## src/core/wqs_pkg.sv

```systemverilog
// Package for the write-port queue and quadrant select block.
// Assumes a single write clock domain; shared by all design files.
package wqs_pkg;
   localparam int ADDR_W = 8;
   localparam int QUEUE_W = 5;
   localparam int QUAD_W = 2;
   localparam int ID_W = 3;
   localparam int ID_LSB = 5;
   localparam int ID_MSB = 7;
   localparam int QUEUE_MSB = 4;
   localparam int QUAD_MSB = 1;
   localparam logic [QUEUE_W-1:0] QUEUE_RST = 5'h00;
   localparam logic [QUAD_W-1:0] QUAD_RST = 2'h0;
   localparam logic [ID_W-1:0] DEVICE_ID_DEFAULT = 3'h0;

   // Strobes and address from the write-side controller
   typedef struct packed {
      logic [ADDR_W-1:0] write_queue_address_bus;
      logic write_address_strobe;
      logic flag_quadrant_strobe;
   } wqs_cmd_t;

   // Selection state seen by the write datapath
   typedef struct packed {
      logic [QUEUE_W-1:0] pending_queue;
      logic [QUEUE_W-1:0] write_queue;
      logic [QUAD_W-1:0] flag_quadrant;
   } wqs_sel_t;

   typedef enum logic [2:0] {
      ST_IDLE = 3'b001,
      ST_WAIT = 3'b010,
      ST_LIVE = 3'b100
   } wqs_state_t;
endpackage

```

## src/core/wqs_id_match.sv

```systemverilog
// Expansion device matcher for the top write-address bits.
// Assumes both inputs are already on the write clock.
`timescale 1ns/1ps
module wqs_id_match (
   // Address and own code
   input wire logic [wqs_pkg::ADDR_W-1:0] addr_in,
   input wire logic [wqs_pkg::ID_W-1:0] device_id_in,
   // Result
   output logic match_out
);
   import wqs_pkg::*;
   assign match_out = (addr_in[ID_MSB:ID_LSB] == device_id_in);
endmodule

```

## src/core/wqs_select.sv

```systemverilog
// Write-port queue and flag quadrant selection.
// Assumes the controller drives address and strobes synchronous to clk_in.
// Assumes the own ID code stays fixed while the block runs.

`timescale 1ns/1ps
module wqs_select (
   // Clock and reset
   input wire logic clk_in,
   input wire logic reset_in,
   // Own expansion ID
   input wire logic [wqs_pkg::ID_W-1:0] device_id_in,
   // Controller command
   input wire wqs_pkg::wqs_cmd_t cmd_in,
   // Selection state
   output wqs_pkg::wqs_sel_t sel_out,
   output logic [wqs_pkg::QUAD_W-1:0] quadrant_out,
   output logic [wqs_pkg::QUEUE_W-1:0] write_queue_out,
   output logic switch_busy_out
);
   import wqs_pkg::*;

   ////////////////////////////////////////////////////////////////////////
   // Command decode
   logic id_match;
   logic [QUEUE_W-1:0] addr_queue;
   logic [QUAD_W-1:0] addr_quad;
   logic queue_sel;
   logic quad_sel;

   // Switch sequencer
   wqs_state_t state_q;
   wqs_state_t state_d;
   logic commit;
   logic switch_busy;

   // Queue registers
   logic [QUEUE_W-1:0] pending_q;
   logic [QUEUE_W-1:0] pending_d;
   logic [QUEUE_W-1:0] active_q;
   logic [QUEUE_W-1:0] active_d;

   // Quadrant register
   logic [QUAD_W-1:0] quad_q;
   logic [QUAD_W-1:0] quad_d;

   ////////////////////////////////////////////////////////////////////////
   // expansion ID compare
   wqs_id_match u_match (
      .addr_in(cmd_in.write_queue_address_bus),
      .device_id_in(device_id_in),
      .match_out(id_match)
   );

   assign addr_queue = cmd_in.write_queue_address_bus[QUEUE_MSB:0];

   assign addr_quad = cmd_in.write_queue_address_bus[QUAD_MSB:0];

   always_comb begin
      queue_sel = 1'b0;
      quad_sel = 1'b0;
      if (id_match) begin
         if (cmd_in.write_address_strobe) begin
            queue_sel = 1'b1;
         end else if (cmd_in.flag_quadrant_strobe) begin
            quad_sel = 1'b1;
         end
      end
   end

   ////////////////////////////////////////////////////////////////////////
   // old queue kept two edges
   always_comb begin
      state_d = state_q;
      case (state_q)
         ST_IDLE: begin
            if (queue_sel) begin
               state_d = ST_WAIT;
            end
         end
         ST_WAIT: begin
            // A fresh select restarts the two-edge wait
            if (queue_sel) begin
               state_d = ST_WAIT;
            end else begin
               state_d = ST_LIVE;
            end
         end
         ST_LIVE: begin
            if (queue_sel) begin
               state_d = ST_WAIT;
            end else begin
               state_d = ST_IDLE;
            end
         end
         default: begin
            // A broken one-hot code falls back to idle
            state_d = ST_IDLE;
         end
      endcase
   end

   always_ff @(posedge clk_in or posedge reset_in) begin
      if (reset_in) begin
         state_q <= ST_IDLE;
      end else begin
         state_q <= state_d;
      end
   end

   always_comb begin
      commit = 1'b0;
      switch_busy = 1'b0;
      case (state_q)
         ST_IDLE: begin
            commit = 1'b0;
            switch_busy = 1'b0;
         end
         ST_WAIT: begin
            // A select on this edge defers the switch once more
            commit = !queue_sel;
            switch_busy = 1'b1;
         end
         ST_LIVE: begin
            commit = 1'b0;
            switch_busy = 1'b0;
         end
         default: begin
            // Never commit from a broken code
            commit = 1'b0;
            switch_busy = 1'b0;
         end
      endcase
   end

   ////////////////////////////////////////////////////////////////////////
   // latch requested queue
   always_comb begin
      if (queue_sel) begin
         pending_d = addr_queue;
      end else begin
         pending_d = pending_q;
      end
   end

   // Reset leaves queue zero selected
   always_ff @(posedge clk_in or posedge reset_in) begin
      if (reset_in) begin
         pending_q <= QUEUE_RST;
      end else begin
         pending_q <= pending_d;
      end
   end

   always_comb begin
      if (commit) begin
         active_d = pending_q;
      end else begin
         active_d = active_q;
      end
   end

   always_ff @(posedge clk_in or posedge reset_in) begin
      if (reset_in) begin
         active_q <= QUEUE_RST;
      end else begin
         active_q <= active_d;
      end
   end

   ////////////////////////////////////////////////////////////////////////
   // quadrant from low two bits
   always_comb begin
      if (quad_sel) begin
         quad_d = addr_quad;
      end else begin
         quad_d = quad_q;
      end
   end

   always_ff @(posedge clk_in or posedge reset_in) begin
      if (reset_in) begin
         quad_q <= QUAD_RST;
      end else begin
         quad_q <= quad_d;
      end
   end

   ////////////////////////////////////////////////////////////////////////
   // Data outputs come straight from the registers
   always_comb begin
      sel_out = '0;
      sel_out.pending_queue = pending_q;
      sel_out.write_queue = active_q;
      sel_out.flag_quadrant = quad_q;
   end

   assign quadrant_out = quad_q;
   assign write_queue_out = active_q;

   // Busy while the old queue is still the write target
   assign switch_busy_out = switch_busy;
endmodule

```

## config.mk

```make
export PLATFORM = sky130hd
export DESIGN_NAME = wqs_select
export DESIGN_NICKNAME = d
export VERILOG_FILES = /design/src/core/wqs_pkg.sv /design/src/core/wqs_id_match.sv /design/src/core/wqs_select.sv
export SDC_FILE = /design/constraint.sdc
export NUM_CORES = 1
export LEC_CHECK = 0
export BUFFER_PORTS_ARGS = -buffer_cell sky130_fd_sc_hd__buf_2
export CAP_MARGIN = 0
export CORE_MARGIN = 2
export CORE_UTILIZATION = 40
export DETAILED_ROUTE_END_ITERATION = 10
export PLACE_DENSITY = 0.73
export SYNTH_ARGS = -nofsm -noshare
export SYNTH_HDL_FRONTEND = slang
export SYNTH_SLANG_ARGS = --single-unit
```

## constraint.sdc

```tcl
create_clock -name clk_in -period 1.9 [get_ports clk_in]
set_clock_uncertainty 0.15 [all_clocks]
set_input_delay 0.285 -clock clk_in [delete_from_list [all_inputs] [get_ports clk_in]]
set_output_delay 0.285 -clock clk_in [all_outputs]
set_load 0.02 [all_outputs]
```

==> flow_metrics.py <==
metrics = {
    "clock_network": {
        "cts-resized-gates": 0,
        "numClockSinks": 15,
        "cts_buffer_depth": 2,
        "clock_latency_ns": 0.28,
        "cts_buffers": 3,
        "cts_hold_buffers": 1,
        "clk_pin_slew_ns": 0.09,
        "root_buffer": "clkbuf_4",
        "cts_setup_buffers": 0,
        "cts_tree": "yes",
        "htree_levels": 1,
    },
    "synth": {
        "synth_edf_count": 0,
        "syn_inst": 54,
        "syn_area_per_cell_um2": 13.4,
        "synth_cell_types": 19,
        "ys_ff_latch": 15,
        "async_flop_share_pct": 100,
        "syn_area_um2": 726,
        "seq_area_frac_synth_pct": 51.9,
        "synth_ff_type": "dfrtp_1",
        "ys_warn_count": 0,
        "syn_nets": 69,
    },
    "detailed_routing": {
        "wire_per_inst_um": 11.6,
        "drt-initial-drc-count": 7,
        "drcViolationCount": 0,
        "drtAntennaViolNets": 0,
        "vias": 516,
        "viasPerCell": 4.57,
        "drt_first_pass_iters": 4,
        "routed_wl_um": 1310,
    },
    "timing": {
        "period_minus_slack_ns": 1.78,
        "setup_violations": 0,
        "finalCritPeriodShare_pct": 93.6,
        "drv_slew": 0,
        "worst_pin_slew_ns": 0.532,
        "hold_violations": 0,
        "slew-limit-headroom_pct": 64.5,
        "finalSetupTns_ns": 0,
        "rsz0062_at_grt": "no",
        "worst_slack_ns": 0.122,
        "max_freq_ghz": 0.562,
    },
    "critical_path": {
        "cp-startpoint": "state_q[2]",
        "critical_path.endpoint_type": "flip-flop",
        "critPathMaxFanout": 6,
        "start_kind": "flip-flop",
        "crit_type": "reg2reg",
        "timing.rr.start": "state_q[2]",
        "required_ns": 1.92,
        "cp_data_arrival_time_ns": 1.80,
    },
    "die": {
        "die_y_um": 46.6,
        "dieArea_um2": 2170,
        "die_x_um": 46.6,
        "coreArea_um2": 1710,
        "io_pins": 35,
        "initial_core_util_pct": 42.5,
        "core.rowCount": 15,
    },
    "global_routing": {
        "grt_pass1_vias": 489,
        "antenna_found_initial": 0,
        "gr-total-overflow": 0,
        "grt_pass1_wl_um": 1970,
        "grt_max_degree": 16,
        "grt.total_usage_pct": 13.3,
    },
    "hold_path": {
        "hp-class": "in2reg",
        "worstHoldStart": "cmd_in[4]",
    },
    "placed_design": {
        "place_hpwl_um": 1020,
        "dpl_cell_area_um2": 892,
        "gp_congestion": 0.634,
        "pre_cts_ws_ns": 0.131,
        "port_buffers": 34,
    },
    "layout": {
        "drive_above_1_share_pct": 64.8,
        "nets": 104,
        "diodes": 0,
        "final_area_um2": 930,
        "utilization_pct": 54.4,
        "syn2layout_area_growth_pct": 28.1,
    },
    "outcome": {
        "status": "finished clean",
    },
    "pwr": {
        "p_leak_nw": 0.499,
        "ir_worst_vdd_mv": 0.696,
        "pwr_density_cell_nw_per_um2": 1020,
        "power.total_mw": 0.949,
    },
    "job": {
        "maxCapViolCount": 0,
    },
}
==> metrics by stage <==
step / std cells / hold slack, ns
3_5_place_dp: 108 / 0.205
4_1_cts: 113 / 0.0775
6_report: 113 / 0.0821
5_1_grt: 113 / 0.0783
3_3_place_gp: 108 / 0.204
2_1_floorplan: 54 / 0.0358
==> layout make-up <==
class                   count  area (um2)
clock buffers               3        22.5
clock inverters             1        5.00
fillers                   156         778
inverters                   2        7.51
multi-input cells          29         284
flip-flops and latches     15         377
well taps                  25        31.3
repair buffers             38         203
==> path summary, 6_finish.rpt <==
path | endpoint | slack [ns] | cells after the start
min in group asynchronous | pending_q[3] | 0.43 | 3
worst min register to register | pending_q[2] | 0.38 | 1
worst max-delay path | write_queue_out[3] | 0.12 | 3
worst min-delay path | pending_q[2] | 0.08 | 2
max in group asynchronous | state_q[0] | 0.80 | 3
worst max register to register | write_queue_out[3] | 0.12 | 3
==> worst max-delay path, cell delays in order, from the launching register on <==
cell and delay (ns):
dfrtp_1 0.42, or3b_4 0.41, a41oi_4 0.31, mux2_2 0.38
==> cell families after synthesis <==
family	count (synthesis)	synth area share [%]
compound gates	3	5.86
xor+xnor	4	4.83
flops	15	51.9
buf+inv	10	8.97
mux	12	18.6
simple gates	10	9.83
==> synth_stat cells, types with 2 or more instances <==
master	number	area [um2]
nand4_1	3	18.8
inv_1	2	7.51
dfrtp_1	14	350
xnor2_1	3	26.3
mux2_2	12	135
buf_4	7	52.6
==> power by group <==
part           leakage (nW)  switching (mW)  internal (mW)  total (mW)
clock network        0.0177          0.0987         0.0780       0.177
logic                 0.290           0.198          0.140       0.338
registers             0.192          0.0457          0.388       0.434
total                 0.499           0.342          0.606       0.949
==> routing by layer <==
metal	vias up	part of all wire [%]	global-route usage, %
li1	251	-	-
met1	244	45	16.3
met2	19	48	21.9
met3	2	6.0	1.18
met4	0	0.76	8.57
met5	-	0	0
==> cells in the final DEF, fill, tap and decap left out <==
| master | instances |
|---|---|
| buf_2 | 34 |
| dfrtp_1 | 14 |
| mux2_2 | 12 |
| xnor2_1 | 3 |
| nand4_1 | 3 |
| clkbuf_4 | 3 |
| buf_4 | 3 |
| inv_1 | 2 |
| or3b_4 | 1 |
| a41oi_4 | 1 |
| and4_1 | 1 |
| nor2_1 | 1 |
| nand2_1 | 1 |
| and4bb_2 | 1 |
| o211a_1 | 1 |
| xor2_1 | 1 |
| nand2b_1 | 1 |
| a21oi_1 | 1 |
| nor2b_1 | 1 |
| clkinv_2 | 1 |
| dlygate4sd3_1 | 1 |
| dfstp_2 | 1 |
==> flip-flops by register name, summed over array words and instances, names as in the netlist <==
| name | cells |
|---|---|
| pending_q | 5 |
| state_q | 3 |
| write_queue_out | 5 |
| quadrant_out | 2 |
(Power assumes the default switching activity.)
